[src/hdl/tcs_pkg.sv]
// Purpose: shared constants for the temperature conversion sequencer
// Assumes: 25 MHz system clock, 16-bit configuration register
// Notes:   timing counts derive from times given in microseconds
package tcs_pkg;
    // ----------------------------------------------------------------
    // register map and fields
    // ----------------------------------------------------------------
    localparam logic [7:0]  CFG_PTR    = 8'h30;
    localparam logic [15:0] CFG_RESET  = 16'h0f9c;
    localparam int          EN_HI      = 15;
    localparam int          EN_LO      = 7;
    localparam int          OS_BIT     = 6;
    localparam int          SD_BIT     = 5;
    localparam int          IV_HI      = 4;
    localparam int          IV_LO      = 2;
    localparam int          BUSY_BIT   = 1;
    localparam logic [2:0]  IV_CONT    = 3'h7;
    localparam logic [2:0]  IV_FASTEST = 3'h6;

    // ----------------------------------------------------------------
    // channels
    // ----------------------------------------------------------------
    localparam int          NCH      = 9;
    localparam logic [3:0]  CH_LOCAL = 4'h0;
    localparam logic [3:0]  CH_NONE  = 4'h9;

    // ----------------------------------------------------------------
    // timing
    // ----------------------------------------------------------------
    localparam int CLK_MHZ     = 25;
    localparam int T_LOCAL_US  = 15500;
    localparam int T_REMOTE_US = 15800;
    localparam int T_UNIT_US   = 250000;
    localparam int LOCAL_CYC   = T_LOCAL_US * CLK_MHZ;
    localparam int REMOTE_CYC  = T_REMOTE_US * CLK_MHZ;
    localparam int UNIT_CYC    = T_UNIT_US * CLK_MHZ;
    localparam int CONV_W      = 20;

    typedef enum logic [3:0] {
        ST_OFF   = 4'h1,
        ST_START = 4'h2,
        ST_BUSY  = 4'h4,
        ST_IDLE  = 4'h8
    } tcs_state_t;
endpackage

[src/hdl/tcs_conv_if.sv]
// Purpose: start/done handshake between sequencer and converter model
// Assumes: single clock domain
// Notes:   start and abort are one-cycle pulses, done is one cycle
`timescale 1ns/1ns
interface tcs_conv_if;
    logic       start;
    logic       abort;
    logic [3:0] chan;
    logic       done;
    logic       busy;

    modport seq  (output start, output abort, output chan, input done, input busy);
    modport conv (input start, input abort, input chan, output done, output busy);
endinterface

[src/hdl/tcs_converter.sv]
// Purpose: timed model of the analog converter front end
// Assumes: one conversion per start pulse, channel 0 is local
// Notes:   abort drops an ongoing conversion with no done pulse
`timescale 1ns/1ns
module tcs_converter #(
    parameter int LOCAL_CYC  = tcs_pkg::LOCAL_CYC,
    parameter int REMOTE_CYC = tcs_pkg::REMOTE_CYC
) (
    input  wire logic clk_sys,   // system clock
    input  wire logic rstn,      // async reset, active low
    tcs_conv_if.conv  cif        // handshake with sequencer
);
    logic [tcs_pkg::CONV_W-1:0] cnt_r;
    logic                       busy_r;
    logic [tcs_pkg::CONV_W-1:0] elapsed_r;
    logic [tcs_pkg::CONV_W-1:0] len_r;

    // ----------------------------------------------------------------
    // conversion timer
    // ----------------------------------------------------------------
    // the conversion length never depends on the idle interval
    always_ff @(posedge clk_sys or negedge rstn) begin // see RULE14
        if (!rstn) begin
            busy_r <= 1'b0;
            cnt_r  <= '0;
        end else if (cif.abort) begin
            busy_r <= 1'b0;
        end else if (cif.start) begin
            busy_r <= 1'b1;
            cnt_r  <= (cif.chan == tcs_pkg::CH_LOCAL) ?           // see RULE17
                      tcs_pkg::CONV_W'(LOCAL_CYC - 1) : tcs_pkg::CONV_W'(REMOTE_CYC - 1);
        end else if (busy_r && cnt_r == '0) begin
            busy_r <= 1'b0;
        end else if (busy_r) begin
            cnt_r <= cnt_r - 1'b1;
        end
    end

    assign cif.busy = busy_r;
    assign cif.done = busy_r && cnt_r == '0 && !cif.abort;           // see RULE19

    // ----------------------------------------------------------------
    // checks
    // ----------------------------------------------------------------
    always_ff @(posedge clk_sys or negedge rstn) begin
        if (!rstn) begin
            elapsed_r <= '0;
            len_r     <= '0;
        end else if (cif.start) begin
            elapsed_r <= tcs_pkg::CONV_W'(1);
            len_r     <= (cif.chan == tcs_pkg::CH_LOCAL) ?
                         tcs_pkg::CONV_W'(LOCAL_CYC) : tcs_pkg::CONV_W'(REMOTE_CYC);
        end else if (busy_r) begin
            elapsed_r <= elapsed_r + 1'b1;
        end
    end
endmodule

[src/hdl/tcs_conv_sequencer.sv]
// Purpose: conversion sequencer behind the configuration register
// Assumes: register port strobes are synchronous to clk_sys
// Notes:   reads return data one cycle after the read strobe
// Function
// RULE1: configuration register at pointer 30h, read/write
// RULE2: bits 15:8 remote enables, bit 7 local
// RULE3: disabled channels are skipped entirely
// RULE4: local first, remotes ascending, then wrap
// RULE5: reset value 0f9ch, local and remotes 1-4 enabled
// RULE6: all-zero enables means power-down, trigger clear
// RULE7: power-down clear gives continuous conversion cycles
// RULE8: power-down aborts conversion at once
// RULE9: leaving power-down restarts at local channel
// RULE10: bit 1 shows converter busy, read-only
// RULE11: trigger in power-down starts one pass
// RULE12: after the pass return to power-down
// RULE13: readback follows the conversion-mode table
// RULE14: interval field sets idle time only
// RULE15: codes 000-110 give 16 s to 0.25 s
// RULE16: code 111 means back-to-back cycles
// RULE17: local 15.5 ms, remote 15.8 ms each
// RULE18: host writes zero to reserved bits
// RULE19: converter is start/done handshake, idle after cycle
`timescale 1ns/1ns
module tcs_conv_sequencer #(
    parameter int LOCAL_CYC  = tcs_pkg::LOCAL_CYC,   // local conversion cycles
    parameter int REMOTE_CYC = tcs_pkg::REMOTE_CYC,  // remote conversion cycles
    parameter int UNIT_CYC   = tcs_pkg::UNIT_CYC     // 0.25 s interval unit
) (
    input  wire logic        clk_sys,    // system clock, 25 MHz
    input  wire logic        rstn,       // async reset, active low
    input  wire logic [7:0]  reg_ptr,    // register pointer
    input  wire logic        reg_wr,     // write strobe
    input  wire logic [15:0] reg_wdata,  // write data
    input  wire logic        reg_rd,     // read strobe
    output logic      [15:0] reg_rdata,  // read data, registered
    output logic             conv_busy,  // converter active
    output logic      [3:0]  conv_chan,  // channel being converted
    output logic             cycle_done  // pulse at end of a cycle
);
    tcs_conv_if cif ();

    tcs_converter #(
        .LOCAL_CYC  (LOCAL_CYC),
        .REMOTE_CYC (REMOTE_CYC)
    ) u_conv (
        .clk_sys (clk_sys),
        .rstn    (rstn),
        .cif     (cif)
    );

    // ----------------------------------------------------------------
    // helpers
    // ----------------------------------------------------------------
    function automatic logic [3:0] next_en(input logic [8:0] en, input logic [3:0] from);
        logic [3:0] r;
        r = tcs_pkg::CH_NONE;
        for (int i = tcs_pkg::NCH - 1; i >= 0; i--) begin
            if (en[i] && 4'(i) >= from) begin
                r = 4'(i);
            end
        end
        return r;
    endfunction

    function automatic logic [31:0] idle_cycles(input logic [2:0] code);
        return 32'(UNIT_CYC) << (tcs_pkg::IV_FASTEST - code);
    endfunction

    // ----------------------------------------------------------------
    // configuration register
    // ----------------------------------------------------------------
    logic [8:0]          en_r;
    logic                os_r;
    logic                sd_r;
    logic [2:0]          iv_r;
    logic                cfg_wr;
    logic [8:0]          w_en;
    logic                w_none;
    logic                w_sd;
    logic                w_os;
    logic [15:0]         cfg_view;
    tcs_pkg::tcs_state_t st_r;
    logic [3:0]          ch_r;
    logic [31:0]         idle_cnt_r;
    logic [3:0]          first_en;
    logic [3:0]          after_en;
    logic                run_cont;
    logic                abort_now;
    logic                cycle_end;

    assign cfg_wr = reg_wr && reg_ptr == tcs_pkg::CFG_PTR;                // see RULE1
    assign w_en   = reg_wdata[tcs_pkg::EN_HI:tcs_pkg::EN_LO];            // see RULE2
    assign w_none = w_en == '0;
    assign w_sd   = reg_wdata[tcs_pkg::SD_BIT];
    assign w_os   = reg_wdata[tcs_pkg::OS_BIT];

    always_ff @(posedge clk_sys or negedge rstn) begin
        if (!rstn) begin
            en_r <= tcs_pkg::CFG_RESET[tcs_pkg::EN_HI:tcs_pkg::EN_LO];    // see RULE5
            os_r <= tcs_pkg::CFG_RESET[tcs_pkg::OS_BIT];
            sd_r <= tcs_pkg::CFG_RESET[tcs_pkg::SD_BIT];
            iv_r <= tcs_pkg::CFG_RESET[tcs_pkg::IV_HI:tcs_pkg::IV_LO];
        end else if (cfg_wr) begin
            // a write wins over the end-of-pass clear of the trigger
            en_r <= w_en;
            sd_r <= w_none | w_sd;                                         // see RULE6
            os_r <= !w_none && w_sd && w_os;                               // see RULE13
            iv_r <= reg_wdata[tcs_pkg::IV_HI:tcs_pkg::IV_LO];
        end else if (cycle_end && sd_r) begin
            os_r <= 1'b0;                                                  // see RULE12
        end
    end

    // reserved bit 0 reads zero; busy ignores writes
    assign cfg_view = {en_r, os_r, sd_r, iv_r, cif.busy, 1'b0};            // see RULE10

    always_ff @(posedge clk_sys or negedge rstn) begin
        if (!rstn) begin
            reg_rdata <= '0;
        end else if (reg_rd) begin
            reg_rdata <= (reg_ptr == tcs_pkg::CFG_PTR) ? cfg_view : 16'h0000; // see RULE1
        end
    end

    // ----------------------------------------------------------------
    // channel sequencer
    // ----------------------------------------------------------------
    assign run_cont  = !sd_r && en_r != '0;                                // see RULE7
    // any write that sets power-down, or leaves it, restarts from scratch
    assign abort_now = cfg_wr && (w_none || w_sd || sd_r);                 // see RULE8
    assign first_en  = next_en(en_r, tcs_pkg::CH_LOCAL);                   // see RULE4
    assign after_en  = next_en(en_r, ch_r + 4'h1);                         // see RULE3
    assign cycle_end = st_r == tcs_pkg::ST_BUSY && cif.done && after_en == tcs_pkg::CH_NONE;

    always_ff @(posedge clk_sys or negedge rstn) begin
        if (!rstn) begin
            st_r       <= tcs_pkg::ST_OFF;
            ch_r       <= tcs_pkg::CH_LOCAL;
            idle_cnt_r <= '0;
        end else if (abort_now) begin
            st_r <= tcs_pkg::ST_OFF;                                       // see RULE8
        end else begin
            case (st_r)
                tcs_pkg::ST_OFF: begin
                    if ((run_cont || os_r) && first_en != tcs_pkg::CH_NONE) begin // see RULE11
                        st_r <= tcs_pkg::ST_START;
                        ch_r <= first_en;                                  // see RULE9
                    end
                end
                tcs_pkg::ST_START: begin
                    st_r <= tcs_pkg::ST_BUSY;
                end
                tcs_pkg::ST_BUSY: begin
                    if (cif.done) begin
                        if (after_en != tcs_pkg::CH_NONE) begin
                            st_r <= tcs_pkg::ST_START;
                            ch_r <= after_en;                              // see RULE4
                        end else if (sd_r) begin
                            st_r <= tcs_pkg::ST_OFF;                       // see RULE12
                        end else if (iv_r == tcs_pkg::IV_CONT) begin
                            st_r <= tcs_pkg::ST_START;                     // see RULE16
                            ch_r <= first_en;
                        end else begin
                            st_r       <= tcs_pkg::ST_IDLE;                // see RULE19
                            idle_cnt_r <= idle_cycles(iv_r) - 32'h1;       // see RULE15
                        end
                    end
                end
                tcs_pkg::ST_IDLE: begin
                    if (idle_cnt_r == '0) begin
                        st_r <= (first_en != tcs_pkg::CH_NONE) ? tcs_pkg::ST_START
                                                               : tcs_pkg::ST_OFF;
                        ch_r <= first_en;
                    end else begin
                        idle_cnt_r <= idle_cnt_r - 32'h1;                  // see RULE14
                    end
                end
                default: begin
                    st_r <= tcs_pkg::ST_OFF;
                end
            endcase
        end
    end

    assign cif.start  = st_r == tcs_pkg::ST_START && !abort_now;           // see RULE19
    assign cif.abort  = abort_now;
    assign cif.chan   = ch_r;
    assign conv_busy  = cif.busy;
    assign conv_chan  = ch_r;
    assign cycle_done = cycle_end;

    logic [31:0] idle_seen_r;
    logic [2:0]  idle_iv_r;

    always_ff @(posedge clk_sys or negedge rstn) begin
        if (!rstn) begin
            idle_seen_r <= '0;
            idle_iv_r   <= '0;
        end else if (st_r == tcs_pkg::ST_BUSY && cycle_end) begin
            idle_seen_r <= '0;
            idle_iv_r   <= iv_r;
        end else if (st_r == tcs_pkg::ST_IDLE) begin
            idle_seen_r <= idle_seen_r + 32'h1;
        end
    end
endmodule

[config.mk]
export PLATFORM = sky130hd
export DESIGN_NAME = tcs_conv_sequencer
export DESIGN_NICKNAME = d
export VERILOG_FILES = /design/src/hdl/tcs_pkg.sv /design/src/hdl/tcs_conv_if.sv /design/src/hdl/tcs_converter.sv /design/src/hdl/tcs_conv_sequencer.sv
export SDC_FILE = /design/constraint.sdc
export NUM_CORES = 1
export LEC_CHECK = 0
export BUFFER_PORTS_ARGS = -buffer_cell sky130_fd_sc_hd__buf_4
export CAP_MARGIN = 20
export CORE_MARGIN = 5
export CORE_UTILIZATION = 30
export DETAILED_ROUTE_END_ITERATION = 7
export HOLD_SLACK_MARGIN = 0.05
export SETUP_SLACK_MARGIN = 0.1
export SYNTH_ARGS = -nofsm -noshare
export SYNTH_HDL_FRONTEND = slang
export SYNTH_SLANG_ARGS = --single-unit
[constraint.sdc]
create_clock -name clk_sys -period 8.54 [get_ports clk_sys]
set_input_delay 0.427 -clock clk_sys [delete_from_list [all_inputs] [get_ports clk_sys]]
set_output_delay 0.427 -clock clk_sys [all_outputs]
set_load 0.005 [all_outputs]
==> summary.md, run 1 <==
| Metric | Value |
|---|---|
| Outcome | `complete, no violations` |
| Top-count cell post-synth | `nand2_1` |
| Average size of a mapped cell | `just over 8 um2` |
| N_diodes | `0` |
| Synthesized net count | `777` |
| Critical Path Sink Type | `flip-flop` |
| Fraction of registers with async set/reset | `1.00` |
| CORE AREA | `around 0.020 mm2` |
| Max-Cap Viols | `0` |
| Clk sinks | `90` |
| RR Startpoint | `conv_chan[1]` |
| Min-Delay Startpoint | `reg_wdata[3]` |
| Top FF cell, synth | `dfrtp_1` |
| Synth top cells by count | `nand2_1, dfrtp_1, o21ai_0` |
| Post-synthesis instance area | `just under 0.006 mm2` |
| I/O Buffers | `46` |
| Clk_lat worst skew | `between 0.3 and 0.4 ns` |
| Final Cycle Share | `0.447` |
| Hold depth | `3` |
| Yosys cell types | `~80` |
| CTS clk-pin slew, worst paths | `roughly 0.070 ns` |
| GRT Overall Usage | `0.148` |
| Max Freq | `approximately 260 MHz` |
| I/O pins | `50` |
| Worst vdd ir | `approximately 0.074 mV` |
| Drt first pass iters | `5` |
| Routed vias/inst | `between 5 and 6` |
| Area delta synth->final | `14.9%` |
| Worst EP required | `a little under 9 ns` |
| Sequential-to-total area share from yosys stat | `0.380` |
| Nets | `roughly 800` |
| Worst slew pin tran | `about 0.94 ns` |
| DRT Wirelength | `16600 um` |
| Row count | `just over 50` |
| Worst Hold Class | `input port to flip-flop` |
| Global route total overflow | `0` |
| Fin. max-slew vios | `0` |
| Initial Util | `0.305` |
| CP Launch Type | `flip-flop` |
| First-pass GRT wire length | `approximately 27000 um` |
| GPL Wtd Cong | `about 0.85` |
| Setup tns final | `0 ns` |
| Leak pwr | `between 2 and 3 nW` |
| Post-route ant nets | `0` |
| Share of post-route cells with drive strength above 1 | `0.129` |
| Initial DRC count | `352` |
| Slew HR | `0.374` |
| Data arrival, critical path | `4.05 ns` |
| Crit Path Class | `flip-flop to flip-flop` |
| Die X | `~150 um` |
| Post-synth EDFFs | `0` |
| Top-area cell type share of the netlist area | `0.340` |
| CTS H-tree lvls | `3` |
| Pwr Total | `approximately 1.7 mW` |
| Final setup violation count | `0` |
| Synth warn | `0` |
| Drc violations | `0` |
| Final Skew | `between 0.008 and 0.009 ns` |
| Cells on worst reg2reg path | `10` |
| Largest net degree at the start of global routing | `67` |
| Clock period minus worst slack | `3.82 ns` |
| Count of final hold-check violations | `0` |
| R2r setup slk | `between 4 and 5 ns` |
| CTS tree | `yes` |
| DR WL/cell | `roughly 16 um` |
| Seq cells post-synth | `90` |
| Initial antenna violation count | `0` |
| Die area | `between 0.02 and 0.025 mm2` |
| Clock Root Buffer | `clkbuf_16` |
| Via count | `~5600` |
| Synth area leaders | `dfrtp_1, o21ai_0, nand2_1` |
| TritonCTS buffer count | `9` |
| Die Span Y | `151 um` |
| HPWL Detailed | `between 10000 and 15000 um` |
| Post-Syn Instances | `about 740` |
| Post-synth top area cell | `dfrtp_1` |
| Crit Path Max Fanout | `39` |
| Post-CTS Setup Inserts | `0` |
| Maximum root-to-sink buffer count | `2` |
| Vias in the first global route | `5178` |
| RSZ-0062 raised after global routing | `no` |
| Worst hold endpoint | `iv_r[1]` |
| RR Endpoint | `idle_cnt_r[8]` |
| Pwr dens | `254 mW/mm2` |
worst max-delay path, cell delays in order (launching register included):
cell and delay (ns):
dfrtp_1 0.54, ha_1 0.39, xor2_1 0.23, o221ai_1 0.18, o31ai_1 0.40, nand4_1 0.32
o31a_1 0.39, buf_4 0.22, inv_2 0.51, o21ai_1 0.14, a221o_1 0.37
metrics by stage:
stage	cell area, um2	instances	hold WS, ns	setup slack (ns)	utilization
floorplan	5960	735	0.131	5.22	-
global placement	6540	1017	0.366	4.80	0.335
detailed placement	6540	1017	0.366	4.80	0.335
CTS	6850	1034	0.275	4.79	0.351
global route	6850	1034	0.285	4.45	0.351
finish	6850	1034	0.280	4.72	0.351
placed cells by master, fill, tap and decap left out, types with 10 or more instances in the layout:
cell type,instances
nand2_1,97
dfrtp_1,81
o21ai_0,73
nor2_1,67
a21oi_1,55
buf_4,55
inv_1,43
nor3_1,29
nor4_1,18
ha_1,14
nand3_1,13
nand2b_1,10
o22a_1,10
cell type report:
class / instances / area, um2
tap: 265 / 332
clock buffer: 12 / 246
multi-input combinational: 563 / 3370
fill: 2066 / 12700
sequential: 90 / 2260
clock inverter: 4 / 52.6
inverter: 44 / 165
timing repair buffer: 56 / 423
per-layer routing:
metal | routed length, um | vias to the layer above | global-route usage
met5 | 0 | - | 0
met4 | 341 | 0 | 0.0549
met3 | 895 | 25 | 0.0236
met2 | 7440 | 144 | 0.227
met1 | 7890 | 2650 | 0.209
li1 | - | 2732 | -
registers in the layout, indices dropped and copies added, names as in the netlist:
register	cells
idle_cnt_r	32
conv_chan	4
sd_r	1
st_r	4
u_conv.cnt_r	20
en_r	9
u_conv.cif.busy	1
iv_r	3
os_r	1
reg_rdata	15
report_power, final:
| group | internal [mW] | total [mW] | switching, mW |
|---|---|---|---|
| clock | 0.235 | 0.412 | 0.177 |
| sequential | 0.539 | 0.687 | 0.148 |
| combinational | 0.281 | 0.638 | 0.357 |
| total | 1.06 | 1.74 | 0.682 |
worst max path at each step:
stage | start | to | slack [ns] | depth (start not counted)
CTS | conv_chan[0] | idle_cnt_r[11] | 4.79 | 10
floorplan | st_r[1] | idle_cnt_r[26] | 5.22 | 15
global route | conv_chan[0] | idle_cnt_r[11] | 4.45 | 10
detailed placement | conv_chan[0] | idle_cnt_r[11] | 4.80 | 10
finish | conv_chan[1] | idle_cnt_r[8] | 4.72 | 10
global placement | conv_chan[0] | idle_cnt_r[11] | 4.80 | 10
what timing repair did:
action | in CTS | in global routing
hold endpoints to repair | 20 | 0
hold buffers | 1 | 0
gates resized for setup | 0 | 0
cells by family after synthesis:
group           count (synthesis)  synth area share
mux                             5           0.00861
other cells                     1          0.000629
xor+xnor                       14            0.0206
buf+inv                        82            0.0561
simple gates                  294             0.247
fa+ha+maj                      14            0.0294
flops                          90             0.380
compound gates                235             0.258
Power figures use the tool's default switching activity.
==> run 2, diff against run 1 <==
- clock period: 8.54 -> 3.95 ns (I/O delays scaled with it)
==> run 2 against run 1 <==
Via count grew 1.8%. Die area unchanged. Clock-buffer cell count decreased by 2. Total power is 130% higher. Routed wire length rose by 1.9%. Global-route usage rose by 0.38 points. Clock skew hardly changed. Clock power rose by 150%. Non-clock buffer count rose by 13. Combinational power grew 120%. Largest power group unchanged. Highest routed layer unchanged.
==> summary.md, run 2 (synthesis results as in run 1) <==
| Metric | Value |
|---|---|
| Outcome | `complete, no violations` |
| Most frequent cells in the layout | `nand2_1, dfrtp_1, o21ai_0` |
| CP cell instances | `ha_1 > xor2_1 > o221ai_1 > o31ai_1 > nand4_1 > o31a_1 > inv_2 > buf_4 > a21oi_1 > a221oi_1` |
| Fin. max-slew vios | `0` |
| CTS clk-pin slew, worst paths | `0.07 ns` |
| Highest metal used | `met4` |
| CTS H-tree lvls | `3` |
| Maximum root-to-sink buffer count | `2` |
| Die X | `between 150 and 200 um` |
| GRT Overall Usage | `0.151` |
| Crit Path Max Fanout | `27` |
| Cells on worst reg2reg path | `10` |
| Cts repair resizes | `0` |
| Worst EP required | `approximately 4.2 ns` |
| Post-route ant nets | `0` |
| Number of cells on the critical path | `10` |
| Largest register FFs | `32` |
| Die area | `between 0.02 and 0.025 mm2` |
| Initial antenna violation count | `0` |
| I/O pins | `50` |
| Clk_lat worst skew | `0.35 ns` |
| Metal-1 WL | `between 7000 and 8000 um` |
| RSZ-0062 raised after global routing | `no` |
| Crit Path Class | `flip-flop to flip-flop` |
| Top reg by flops | `idle_cnt_r` |
| Clock Root Buffer | `clkbuf_16` |
| Commonest non-fill, non-tap cell in the layout | `nand2_1` |
| TritonCTS buffer count | `9` |
| CTS tree | `yes` |
| GPL Wtd Cong | `roughly 0.9` |
| FILL cells | `just over 2000` |
| Worst vdd ir | `approximately 0.22 mV` |
| First-pass GRT wire length | `27700 um` |
| Nets | `approximately 820` |
| Die Span Y | `roughly 150 um` |
| Leak pwr | `about 3.0 nW` |
| Drt first pass iters | `5` |
| Global route total overflow | `0` |
| Initial Util | `0.305` |
| Largest net degree at the start of global routing | `between 60 and 70` |
| Critical path's slowest cell | `dfrtp_1` |
| Area delta synth->final | `17.7%` |
| Share of post-route cells with drive strength above 1 | `0.141` |
| Pwr Total | `3.92 mW` |
| Post-CTS Setup Inserts | `0` |
| Final Cycle Share | `0.870` |
| CP Launch Type | `flip-flop` |
| Worst slew pin tran | `approximately 0.86 ns` |
| Clock period minus worst slack | `~3.4 ns` |
| Final setup violation count | `0` |
| Worst Hold Class | `input port to flip-flop` |
| Worst path max stage delay | `~0.51 ns` |
| Row count | `51` |
| Initial DRC count | `between 400 and 500` |
| Routed vias/inst | `5.40` |
| WL met2 | `7910 um` |
| Pwr dens | `559 mW/mm2` |
| Crit path buffers/inverters | `2` |
| Clk sinks | `90` |
| Max Freq | `just under 300 MHz` |
| Setup tns final | `0 ns` |
| CORE AREA | `about 0.020 mm2` |
| DRT Wirelength | `16900 um` |
| Max-Cap Viols | `0` |
| Biggest regs | `idle_cnt_r x32, u_conv.cnt_r x20, reg_rdata x15` |
| WHS | `0.0606 ns` |
| Data arrival, critical path | `around 3.7 ns` |
| I/O Buffers | `46` |
| N_diodes | `0` |
| Count of final hold-check violations | `0` |
| Via count | `roughly 5700` |
| Final Skew | `between 0.008 and 0.009 ns` |
| Critical Path Sink Type | `flip-flop` |
| DR WL/cell | `approximately 16 um` |
| HPWL Detailed | `about 12000 um` |
| Drc violations | `0` |
| Crit-path leading delay family | `compound AO/OA/AOI/OAI gates` |
| Slew HR | `0.425` |
| Vias in the first global route | `about 5400` |
| Hold depth | `3` |
| Met3 WL | `778 um` |
-- run 2: cell count changes in the layout (fill, tap and decap cells not counted), sizes merged --
cell	previous run	this run
buf	55	64
dlygate4sd3	1	5
clkbuf	12	10
bufinv	1	3
clkinvlp	3	2
clkinv	0	1
-- run 2: final timing paths --
check,slack (ns),startpoint,endpoint
worst max register to register,0.51,conv_chan[0],idle_cnt_r[7]
min in group asynchronous,0.50,rstn,reg_rdata[13]
worst min-delay path,0.06,reg_wdata[9],en_r[2]
worst max-delay path,0.51,conv_chan[0],idle_cnt_r[7]
worst min register to register,0.50,idle_cnt_r[22],idle_cnt_r[22]
max in group asynchronous,2.52,rstn,iv_r[2]
-- run 2: stage by stage --
stage	std cells	utilization	setup slack [ns]	cell area, um2
floorplan	735	-	0.634	5960
global placement	1026	0.338	0.625	6610
detailed placement	1026	0.338	0.573	6610
CTS	1047	0.359	0.548	7010
global route	1047	0.359	0.222	7010
finish	1047	0.359	0.515	7010
-- run 2: power breakdown --
group	internal (mW)	switching [mW]	total, mW
Clock	0.637	0.386	1.02
Sequential	1.16	0.318	1.48
Combinational	0.630	0.786	1.42
-- run 2: timing repair --
item                                   CTS  global route
hold buffers                             5             0
endpoints found under the hold margin   59             0
setup endpoints to repair                0             0
-- run 2: layout make-up --
class                           instances  area [um2]  share of cell area
Clock buffer                           10         239              0.0341
Sequential cell                        90        2260               0.323
Clock inverter                          6         114              0.0162
Timing Repair Buffer                   69         531              0.0757
Inverter                               44         165              0.0236
Tap cell                              265         332              0.0473
Multi-Input combinational cell        563        3370               0.480
-- run 2: tightest hold or removal path, delay by kind of cell --
family,cells,cell delay [ns]
simple gates,2,0.10
buf+inv,1,0.08
-- run 2: routing by layer --
metal	up-vias	global-route usage
met5	-	0
met4	0	0.0526
met3	20	0.0189
met2	120	0.244
met1	2751	0.210
li1	2761	-
